**src/logic/pmpd_map.vh**
```
// register map, field positions, reset values and presence straps for
// the partition/monitor feature page decoder.
// assumes byte addressing; offsets are byte offsets into a feature page.
`ifndef PMPD_MAP_VH
`define PMPD_MAP_VH

// page geometry: 4 KB aligned base, span of two 4 KB frames
`define PMPD_PAGE_SPAN      20'h00002
`define PMPD_OFF_W          13
`define PMPD_NS_BASE        32'h0002_0000
`define PMPD_S_BASE         32'h0005_0000

// register offsets within a feature page
`define PMPD_OFF_IDR        13'h0000
`define PMPD_OFF_SIDR       13'h0008
`define PMPD_OFF_CPOR_IDR   13'h0030
`define PMPD_OFF_MONITOR_REGS_IDR  13'h0080
`define PMPD_OFF_CSUMON_IDR 13'h0088
`define PMPD_OFF_PART_SEL   13'h0100
`define PMPD_OFF_MON_SEL    13'h0800
`define PMPD_OFF_CSU_CTL    13'h0810
`define PMPD_OFF_CSU_FLT    13'h0818
`define PMPD_OFF_CSU_CNT    13'h0840
`define PMPD_OFF_CPBM       13'h1000

// feature presence straps
`define PMPD_HAS_SECURE     1'b1
`define PMPD_HAS_CPOR       1'b1
`define PMPD_HAS_MONITOR_REGS      1'b1
`define PMPD_HAS_CSU        1'b1

// feature id and monitor control register fields
`define PMPD_IDR_PMG_LSB    16
`define PMPD_IDR_CPOR_BIT   25
`define PMPD_IDR_MONITOR_REGS_BIT  30
`define PMPD_MONITOR_REGS_CSU_BIT  16
`define PMPD_CTL_EN_BIT     31

// reported parameters
`define PMPD_PARTITION_IDENTIFIER_MAX     16'h000f
`define PMPD_PMG_MAX        8'h03
`define PMPD_S_PARTITION_IDENTIFIER_MAX   16'h000f
`define PMPD_S_PMG_MAX      8'h03
`define PMPD_CPBM_WD        16'h0010
`define PMPD_NUM_MON        16'h0004

// reset values
`define PMPD_PART_SEL_RST   4'h0
`define PMPD_MON_SEL_RST    2'h0
`define PMPD_CPBM_RST       16'hffff
`define PMPD_FLT_RST        4'h0
`define PMPD_CNT_RST        32'h0000_0000

`endif

```
**src/logic/pmpd_bank.v**
```verilog
// one security space's banked state: selectors, per-partition portion
// bitmaps and the cache-usage monitor instances.
// assumes wr_en is a one-cycle pulse with off and wdata stable.
`timescale 1ns/1ns
`include "pmpd_map.vh"

module pmpd_bank (
  // clock and reset
  input  wire        clk,
  input  wire        rst_n,
  // register access from the page decoder
  input  wire        wr_en,
  input  wire [12:0] off,
  input  wire [31:0] wdata,
  output reg  [31:0] rdata,
  output reg         rhit,
  // usage events for this space
  input  wire        ev_valid,
  input  wire [3:0]  ev_partition_identifier,
  // resource control lookup
  input  wire [3:0]  lk_partition_identifier,
  output wire [15:0] lk_cpbm,
  // selector state
  output reg  [3:0]  part_sel_r,
  output reg  [1:0]  mon_sel_r
);

  reg [15:0] cpbm_r [0:15];   // portion bitmap per partition
  reg        en_r   [0:3];    // monitor enable
  reg [3:0]  flt_r  [0:3];    // monitor partition filter
  reg [31:0] cnt_r  [0:3];    // monitor count
  integer    i;

  assign lk_cpbm = cpbm_r[lk_partition_identifier];

  // writes go to the instance picked by the selectors
  always @(posedge clk) begin
    if (!rst_n) begin
      part_sel_r <= `PMPD_PART_SEL_RST;
      mon_sel_r  <= `PMPD_MON_SEL_RST;
      for (i = 0; i < 16; i = i + 1) begin
        cpbm_r[i] <= `PMPD_CPBM_RST;
      end
      for (i = 0; i < 4; i = i + 1) begin
        en_r[i]  <= 1'b0;
        flt_r[i] <= `PMPD_FLT_RST;
        cnt_r[i] <= `PMPD_CNT_RST;
      end
    end else begin
      // counting first so a software write of the count wins
      for (i = 0; i < 4; i = i + 1) begin
        if (ev_valid && en_r[i] && (ev_partition_identifier == flt_r[i])) begin
          cnt_r[i] <= cnt_r[i] + 32'h0000_0001;
        end
      end
      if (wr_en) begin
        case (off)
          `PMPD_OFF_PART_SEL: part_sel_r <= wdata[3:0];
          `PMPD_OFF_CPBM:     cpbm_r[part_sel_r] <= wdata[15:0];
          `PMPD_OFF_MON_SEL:  mon_sel_r <= wdata[1:0];
          `PMPD_OFF_CSU_CTL:
            en_r[mon_sel_r] <= wdata[`PMPD_CTL_EN_BIT];
          `PMPD_OFF_CSU_FLT:  flt_r[mon_sel_r] <= wdata[3:0];
          `PMPD_OFF_CSU_CNT:  cnt_r[mon_sel_r] <= wdata;
          default: ;
        endcase
      end
    end
  end

  // read side, same selection as the write side
  always @*  begin
    rdata = 32'h0000_0000;
    rhit  = 1'b1;
    case (off)
      `PMPD_OFF_PART_SEL: rdata = {28'h0000000, part_sel_r};
      `PMPD_OFF_CPBM:     rdata = {16'h0000, cpbm_r[part_sel_r]};
      `PMPD_OFF_MON_SEL:  rdata = {30'h00000000, mon_sel_r};
      `PMPD_OFF_CSU_CTL:  rdata = {en_r[mon_sel_r], 31'h00000000};
      `PMPD_OFF_CSU_FLT:  rdata = {28'h0000000, flt_r[mon_sel_r]};
      `PMPD_OFF_CSU_CNT:  rdata = cnt_r[mon_sel_r];
      default:            rhit  = 1'b0;
    endcase
  end

endmodule

```
**src/logic/pmpd_page_decode.v**
```verilog
// apb register slave decoding a secure and a non-secure feature page,
// holding the id registers and two banks of selector state.
// assumes an apb4 master on clk; pprot[1] carries the non-secure
// attribute; usage and lookup inputs come from logic on clk.
//
// Register access over APB was chosen for this implementation.
`timescale 1ns/1ns
`include "pmpd_map.vh"

module pmpd_page_decode #(
  parameter [31:0] NS_PAGE_BASE = `PMPD_NS_BASE,
  parameter [31:0] S_PAGE_BASE  = `PMPD_S_BASE
) (
  // clock and reset
  input  wire        clk,
  input  wire        rst_n,
  // apb slave
  input  wire        psel,
  input  wire        penable,
  input  wire        pwrite,
  input  wire [31:0] paddr,
  input  wire [2:0]  pprot,
  input  wire [3:0]  pstrb,
  input  wire [31:0] pwdata,
  output reg  [31:0] prdata,
  output reg         pready,
  output reg         pslverr,
  // usage events from the memory system
  input  wire        ev_valid,
  input  wire        ev_ns,
  input  wire [3:0]  ev_partition_identifier,
  // portion bitmap lookup for requests
  input  wire        lk_ns,
  input  wire [3:0]  lk_partition_identifier,
  output reg  [15:0] lk_cpbm,
  // selector state seen by the rest of the component
  output wire [3:0]  s_part_sel,
  output wire [3:0]  ns_part_sel,
  output wire [1:0]  s_mon_sel,
  output wire [1:0]  ns_mon_sel
);

  // page decode

  wire        acc_ns;      // access carries the non-secure attribute
  wire [19:0] ns_frame;    // 4 KB frame distance from non-secure base
  wire [19:0] s_frame;     // 4 KB frame distance from secure base
  wire        ns_in_blk;   // same 64 KB block as the non-secure base
  wire        s_in_blk;    // same 64 KB block as the secure base
  wire        ns_hit;      // address falls in the non-secure page
  wire        s_hit;       // address falls in the secure page
  wire        page_hit;    // either page
  wire [12:0] ns_off;      // byte offset into the non-secure page
  wire [12:0] s_off;       // byte offset into the secure page
  wire [12:0] off;         // offset of whichever page hit
  wire        aligned;     // word aligned access

  assign acc_ns = pprot[1];

  // base low 12 bits are ignored, so each page sits on 4 KB
  assign ns_frame = paddr[31:12] - NS_PAGE_BASE[31:12];
  assign s_frame  = paddr[31:12] - S_PAGE_BASE[31:12];

  // a page never spills out of the 64 KB block of its base
  assign ns_in_blk = (paddr[31:16] == NS_PAGE_BASE[31:16]);
  assign s_in_blk  = (paddr[31:16] == S_PAGE_BASE[31:16]);

  // each page is decoded by its own base and its own space
  assign ns_hit = acc_ns && ns_in_blk &&
                  (ns_frame < `PMPD_PAGE_SPAN);
  assign s_hit  = `PMPD_HAS_SECURE && !acc_ns && s_in_blk &&
                  (s_frame < `PMPD_PAGE_SPAN);

  assign page_hit = ns_hit || s_hit;

  // offset: low frame bit joined with the in-frame address
  assign ns_off  = {ns_frame[0], paddr[11:0]};
  assign s_off   = {s_frame[0], paddr[11:0]};
  assign off     = s_hit ? s_off : ns_off;
  assign aligned = (paddr[1:0] == 2'b00);

  // apb phases

  wire setup_ph;   // first cycle of a transfer
  wire access_ok;  // access phase that completes this edge
  wire full_word;  // all four byte lanes written
  wire wr_commit;  // write that takes effect this edge

  assign setup_ph  = psel && !penable;
  assign access_ok = psel && penable && pready;

  // a 32-bit word is written whole in one edge, never in pieces
  assign full_word = (pstrb == 4'hf);
  assign wr_commit = access_ok && pwrite && page_hit &&
                     aligned && full_word;

  // banked state, one bank per security space

  wire [31:0] s_bank_rdata;    // secure bank read value
  wire        s_bank_rhit;     // secure bank owns the offset
  wire [31:0] ns_bank_rdata;   // non-secure bank read value
  wire        ns_bank_rhit;    // non-secure bank owns the offset
  wire [15:0] s_lk_cpbm;       // secure bitmap for lookup partition
  wire [15:0] ns_lk_cpbm;      // non-secure bitmap for lookup partition
  wire        s_bank_wr;       // write strobe to the secure bank
  wire        ns_bank_wr;      // write strobe to the non-secure bank

  // writes land only in the bank of the page they came through
  assign s_bank_wr  = wr_commit && s_hit;
  assign ns_bank_wr = wr_commit && ns_hit;

  // secure selectors and secure partitions
  pmpd_bank u_s_bank (
    .clk        (clk),
    .rst_n      (rst_n),
    .wr_en      (s_bank_wr),
    .off        (off),
    .wdata      (pwdata),
    .rdata      (s_bank_rdata),
    .rhit       (s_bank_rhit),
    .ev_valid   (ev_valid && !ev_ns),
    .ev_partition_identifier  (ev_partition_identifier),
    .lk_partition_identifier  (lk_partition_identifier),
    .lk_cpbm    (s_lk_cpbm),
    .part_sel_r (s_part_sel),
    .mon_sel_r  (s_mon_sel)
  );

  // non-secure selectors and non-secure partitions
  pmpd_bank u_ns_bank (
    .clk        (clk),
    .rst_n      (rst_n),
    .wr_en      (ns_bank_wr),
    .off        (off),
    .wdata      (pwdata),
    .rdata      (ns_bank_rdata),
    .rhit       (ns_bank_rhit),
    .ev_valid   (ev_valid && ev_ns),
    .ev_partition_identifier  (ev_partition_identifier),
    .lk_partition_identifier  (lk_partition_identifier),
    .lk_cpbm    (ns_lk_cpbm),
    .part_sel_r (ns_part_sel),
    .mon_sel_r  (ns_mon_sel)
  );

  // identification register values

  wire [31:0] idr_val;      // main feature id
  wire [31:0] sidr_val;     // secure feature id
  wire [31:0] cpor_val;     // portion partitioning id
  wire [31:0] monitor_regs_val;    // monitor type list
  wire [31:0] csumon_val;   // usage monitor id

  // presence bits and largest partition and group accepted
  assign idr_val = {1'b0, `PMPD_HAS_MONITOR_REGS, 4'h0, `PMPD_HAS_CPOR,
                    1'b0, `PMPD_PMG_MAX, `PMPD_PARTITION_IDENTIFIER_MAX};

  // secure partition range, for the secure page only
  assign sidr_val = {8'h00, `PMPD_S_PMG_MAX, `PMPD_S_PARTITION_IDENTIFIER_MAX};

  // bitmap width of the portion control
  assign cpor_val = {16'h0000, `PMPD_CPBM_WD};

  // one bit per supported monitor type
  assign monitor_regs_val = {15'h0000, `PMPD_HAS_CSU, 16'h0000};

  // number of usage monitor instances
  assign csumon_val = {16'h0000, `PMPD_NUM_MON};

  // read value of the addressed location

  reg [31:0] rd_val;   // value returned for the current address

  // id registers first, then the bank of the page that hit
  always @* begin
    rd_val = 32'h0000_0000;
    if (page_hit && aligned) begin
      case (off)
        `PMPD_OFF_IDR: begin
          rd_val = idr_val;
        end
        `PMPD_OFF_SIDR: begin
          // invisible through the non-secure page
          if (s_hit) begin
            rd_val = sidr_val;
          end
        end
        `PMPD_OFF_CPOR_IDR: begin
          // only when the main id reports the control
          if (idr_val[`PMPD_IDR_CPOR_BIT]) begin
            rd_val = cpor_val;
          end
        end
        `PMPD_OFF_MONITOR_REGS_IDR: begin
          // only when the main id reports monitors
          if (idr_val[`PMPD_IDR_MONITOR_REGS_BIT]) begin
            rd_val = monitor_regs_val;
          end
        end
        `PMPD_OFF_CSUMON_IDR: begin
          // only when the monitor list names this type
          if (idr_val[`PMPD_IDR_MONITOR_REGS_BIT] &&
              monitor_regs_val[`PMPD_MONITOR_REGS_CSU_BIT]) begin
            rd_val = csumon_val;
          end
        end
        default: begin
          // selectors and selected instances of this space
          if (s_hit && s_bank_rhit) begin
            rd_val = s_bank_rdata;
          end else if (ns_hit && ns_bank_rhit) begin
            rd_val = ns_bank_rdata;
          end else begin
            rd_val = 32'h0000_0000;
          end
        end
      endcase
    end
  end

  // apb answer: one access cycle, no waits

  // answer is prepared at the setup edge and shown in the access phase
  always @(posedge clk) begin
    if (!rst_n) begin
      pready  <= 1'b0;
      pslverr <= 1'b0;
      prdata  <= 32'h0000_0000;
    end else if (setup_ph) begin
      // whole word read in one sample; wider masters split upstream
      pready  <= 1'b1;
      pslverr <= !page_hit;
      prdata  <= pwrite ? 32'h0000_0000 : rd_val;
    end else begin
      // release the answer after the completing edge
      pready  <= 1'b0;
      pslverr <= 1'b0;
      prdata  <= 32'h0000_0000;
    end
  end

  // portion bitmap lookup

  // the request's space picks the bank, the partition picks the entry
  always @(posedge clk) begin
    if (!rst_n) begin
      lk_cpbm <= `PMPD_CPBM_RST;
    end else if (lk_ns) begin
      lk_cpbm <= ns_lk_cpbm;
    end else begin
      lk_cpbm <= s_lk_cpbm;
    end
  end

endmodule

```
**config.mk**
```make
export PLATFORM = sky130hd
export DESIGN_NAME = pmpd_page_decode
export DESIGN_NICKNAME = d
export VERILOG_FILES = /design/src/logic/pmpd_bank.v /design/src/logic/pmpd_page_decode.v
export VERILOG_INCLUDE_DIRS = /design/src /design/src/logic
export SDC_FILE = /design/constraint.sdc
export NUM_CORES = 2
export LEC_CHECK = 0
export BUFFER_PORTS_ARGS = -buffer_cell sky130_fd_sc_hd__buf_2
export CORE_ASPECT_RATIO = 1.1
export CORE_MARGIN = 3
export CORE_UTILIZATION = 55
export CTS_CLUSTER_SIZE = 24
export DETAILED_ROUTE_END_ITERATION = 6
export GPL_TIMING_DRIVEN = 0
export PLACE_DENSITY = 0.77
export SYNTH_ARGS = -nofsm -noshare
export SYNTH_HDL_FRONTEND = slang
export SYNTH_SLANG_ARGS = --single-unit
```
**constraint.sdc**
```tcl
create_clock -name clk -period 6.7 [get_ports clk]
set_input_delay 0.67 -clock clk [delete_from_list [all_inputs] [get_ports clk]]
set_output_delay 0.67 -clock clk [all_outputs]
set_load 0.01 [all_outputs]
```
### After elaboration in Yosys (flattened, before gate mapping)

Memory sizes are Yosys's and may differ from the RTL's. A register that Yosys moved wholly into a read port is not among the register bits.
Index checks and enable logic that the tools add are counted.

* input port bits: 87
* word-level logic and storage cells: 219
* output and inout port bits: 62
* memories: 8
* memory bits (writable): 808
* register bits after elaboration: 62

Memories
* u_ns_bank.cpbm_r: words 16, width 16, read ports 2, clocked after memory_dff 1, wr ports 16, RTL line pmpd_bank.v:28 `reg [15:0] cpbm_r [0:15];`
* u_s_bank.cpbm_r: words 16, width 16, read ports 2, clocked after memory_dff 1, wr ports 16, RTL line pmpd_bank.v:28
* u_ns_bank.cnt_r: words 4, width 32, read ports 5, clocked after memory_dff 1, wr ports 5, RTL line pmpd_bank.v:31 `reg [31:0] cnt_r [0:3];`
* u_s_bank.cnt_r: words 4, width 32, read ports 5, clocked after memory_dff 1, wr ports 5, RTL line pmpd_bank.v:31
* u_ns_bank.flt_r: words 4, width 4, read ports 5, clocked after memory_dff 1, wr ports 4, RTL line pmpd_bank.v:30 `reg [3:0] flt_r [0:3];`
* u_s_bank.flt_r: words 4, width 4, read ports 5, clocked after memory_dff 1, wr ports 4, RTL line pmpd_bank.v:30
* 2 more memories

* bitwise logic cells: 11
* multiplexer cells: 105
* reduce and logical (&&, ||, !) cells: 54
* add/subtract/negate cells: 10
* $lt $le $gt $ge: 2
* equality and inequality tests: 21

Operator list (count)
* $pmux W32 S6: 2
* $mux W32: 10
* $add A32 B1 Y32 const B: 8
* $pmux W32 S5: 1
* $mux W1: 63
* $eq A13 B12 Y1 const B: 4
* $mux W16: 3
* $lt A20 B2 Y1 const B: 2
* $logic_and A1 B1 Y1: 34
* $eq A4 B4 Y1: 8
* $mux W2: 16
* $mux W4: 8
* $reduce_or A16 Y1: 2
* $eq A13 B8 Y1 const B: 2
* $sub A20 B6 Y20 const B: 1
* $sub A20 B7 Y20 const B: 1
* $mux W18: 1
* $eq A16 B2 Y1 const B: 1
* $eq A16 B3 Y1 const B: 1
* $eq A13 B13 Y1 const B: 1
* $eq A13 B4 Y1 const B: 1
* $eq A13 B6 Y1 const B: 1
* $eq A13 B9 Y1 const B: 1
* $logic_not A13 Y1: 1
* other kinds (11): 30

### Longest topological paths before layout

* depth in word-level cells: 13
* depth in mapped cells: 11
* gate-level depth less buffers: 9

### Modules after synthesis

Synthesis repeated with hierarchy kept, for this count alone.

* cells, all modules: 3976
* area total of the unflattened synthesis: 50065.5 µm²

Modules (own cells, without submodules)
* pmpd_bank (u_s_bank): cells each 1882, area an instance 23996.8 µm², instances 1, seq. area each 12341.8 µm²
* pmpd_bank (u_ns_bank): cells each 1876, area an instance 23984.3 µm², instances 1, seq. area each 12341.8 µm²
* pmpd_page_decode: cells each 218, area an instance 2084.5 µm², instances 1, seq. area each 1001.0 µm²

### Worst setup path before layout

Ideal clock, no wire load.

* kind: input -> register
* from: input port paddr[7]
* to: memory u_ns_bank.cnt_r[0][0], enable pin
* data required time: 6.269 ns
* library setup time: 0.431 ns
* slack: 2.415 ns
* buffers on the path: 2
* arrival: 3.854 ns
* cell stages on the path: 7
* cells stage by stage: or4b_1 > and4b_1 > buf_2 > nand3_1 > or2_2 > buf_2 > o211ai_1

RTL lines
* start: declaration: RTL line pmpd_page_decode.v:21 `input wire [31:0] paddr,`
* end: declaration: RTL line pmpd_bank.v:31

==> metrics <==
Ys Warns 0; Final Cycle Share 0.725; Initial Util 0.555; num ports 149; Die ar. 0.0942 mm2; number of synthesized flops with an enable pin 802; vias in the first global route 37200; clk slew on worst S/H paths 0.06 ns; status finished, final reports clean; Initial DRT Pass Iterations 6; Required @ worst endpoint 7.01 ns; Resize count post-CTS 0; Slew @ Worst Pin 1.36 ns; Post-Syn Instances 3902; GR peak layer met2; layout cells sized above 1 0.239; H-tree lvl count 3; Max transition margin 0.0921; Sink Count 882; routing usage on met1 0.434; element type at the critical path end register; Nets 4240; Hold Crit Class in -> reg; RSZ-0062 raised after global routing false; critical path class in -> reg; Seq cells post-synth 882; DR iter-0 viols 5490; Synth top cells by count edfxtp_1 (802), mux4_2 (378), nand2_1 (354), clkbuf_1 (275), or3_1 (247); maximum number of pins on one net before global-route repair 33; endpoints failing hold 0; row cnt 115; sequence of cells on the critical path buf_2 > nor4_1 > and4_1 > nand3_2 > nor2_1 > nand3_1 > nor3_2 > clkbuf_1 > nand2b_1; routed vias/inst 7.09; CTS tree done; Worst Path Arrival 5.16 ns; worst-path fanout max 16; initial antenna violation count 11; fmax 0.206 GHz; Yosys cell types 64; routed wire length 177000 um; total CTS buffers 95; CTS Root Cell clkbuf_16; Tmin final 4.86 ns; sequential fraction of the synthesis area 0.516; Avg WL per Cell 32.8 um; Die Width 293 um; Buf/Inv on CP 2; Yosys top cell area share 0.484; mapped cell area 0.0498 mm2; drt drc 0; Final Wtd Congestion 0.991; endpoints failing setup 0; Max Cap Viol 0; Routed Antenna Nets 0; total track usage 0.371; Pwr Density 233 mW/mm2; Setup TNS Final 0 ns; Post-Route Skew 0.0608 ns; Hold-fix buffers, CTS 0; met3 Usage GRT 0.0904; Die Y 322 um; worst skew pair latency 0.73 ns; Critical Path Source Type primary input; Mean Syn Cell Area 12.8 um2; dpl cells 5215; Synth area leaders edfxtp_1 (48%), mux4_2 (17%), dfxtp_1 (3.2%); syn nets 4000; most frequent cell after synthesis edfxtp_1; met2 usage 0.609; Leak Pwr 17.9 nW; Max Slew Vio Count 0; Post-CTS Setup Bufs 0; first-pass GRT wire length 252000 um; vias post-DR 38300; Post-synth top flop edfxtp_1; crit-path max cell delay 0.91 ns; CP max-delay cell nand2b_1; Layout Cells excl Fill 5398; placed wire-length estimate 133000 um; Peak VDD IR 0.252 mV; Top delay family on crit path simple AND/OR/NAND/NOR gates; area leader, netlist edfxtp_1; Layout area overhead 11.6%; asr flop ratio synth 0; core box area 0.0896 mm2; IO Port Bufs 107; deepest clock path buffer count 3; global route overflow 0
state kept, by name, indices dropped and copies added (netlist names), named ones only:
name,flops
u_s_bank.cpbm_r,256
u_s_bank.part_sel_r,4
u_ns_bank.cpbm_r,256
prdata,32
u_s_bank.cnt_r,128
pready,1
u_ns_bank.flt_r,16
u_ns_bank.mon_sel_r,2
u_ns_bank.cnt_r,128
u_s_bank.en_r,4
u_ns_bank.part_sel_r,4
u_ns_bank.en_r,4
u_s_bank.flt_r,16
u_s_bank.mon_sel_r,2
pslverr,1
lk_cpbm,16
layout by cell type (no fill, tap or decap), types with 120 or more instances in the layout:
cell type	synthesis	final
buf_2	46	153
clkbuf_1	275	280
edfxtp_1	802	802
mux4_2	378	378
nand2_1	354	354
nand3_1	136	136
nor2_1	120	120
nor3_1	124	123
o31ai_1	121	121
or2_2	233	233
or3_1	247	247
xor2_1	165	165
metrics by stage:
stage	power [mW]	utilization	worst slack, ns	cell area (um2)	hold slack, ns
2_1_floorplan	7.00	-	2.42	49800	0.454
3_3_place_gp	7.38	0.578	0.318	51800	0.513
3_5_place_dp	7.42	0.583	1.28	52300	0.521
4_1_cts	12.9	0.620	1.98	55600	0.284
5_1_grt	13.2	0.620	1.73	55600	0.329
6_report	13.0	0.620	1.84	55600	0.314
worst min-delay path, cell delays in order:
cell	delay, ns
buf_2	0.10
or2_2	0.15
inv_1	0.05
logic make-up after synthesis:
family | count (synthesis) | synth area share
xor+xnor | 273 | 0.0480
flops | 882 | 0.516
mux | 427 | 0.181
buf+inv | 396 | 0.0319
compound gates | 401 | 0.0565
simple gates | 1512 | 0.164
fa+ha+maj | 11 | 0.00276
layout make-up:
class | instances | area, um2
Clock buffer | 108 | 2550
Fill cell | 6860 | 34100
Buffer | 361 | 1460
Sequential cell | 882 | 25700
Antenna cell | 5 | 12.5
Tap cell | 1170 | 1460
Inverter | 35 | 131
Timing Repair Buffer | 143 | 933
Clock inverter | 70 | 748
Multi-Input combinational cell | 2624 | 22600
path summary, 6_finish.rpt:
kind,end,slack (ns),start,depth (start not counted)
worst max-delay path,u_ns_bank.cpbm_r[3][3]$_SDFFCE_PN1P_,1.84,paddr[6],9
worst min-delay path,pready$_SDFF_PN0_,0.31,penable,3
worst max register to register,u_ns_bank.cpbm_r[3][3]$_SDFFCE_PN1P_,2.06,pready$_SDFF_PN0_,8
worst min register to register,u_s_bank.en_r[1]$_DFF_P_,0.53,u_s_bank.en_r[1]$_DFF_P_,2
where the power goes:
part           leakage, nW  internal, mW  switching, mW
combinational         7.61         0.373          0.555
clock                 1.64          3.16           2.45
sequential            8.66          6.23          0.200
routing by layer:
| layer | vias up | wire, um |
|---|---|---|
| li1 | 15500 | - |
| met1 | 18700 | 55600 |
| met2 | 3314 | 84300 |
| met3 | 771 | 22300 |
| met4 | 10 | 14500 |
| met5 | - | 117 |
Note: power is estimated with default switching activity, not from simulation.
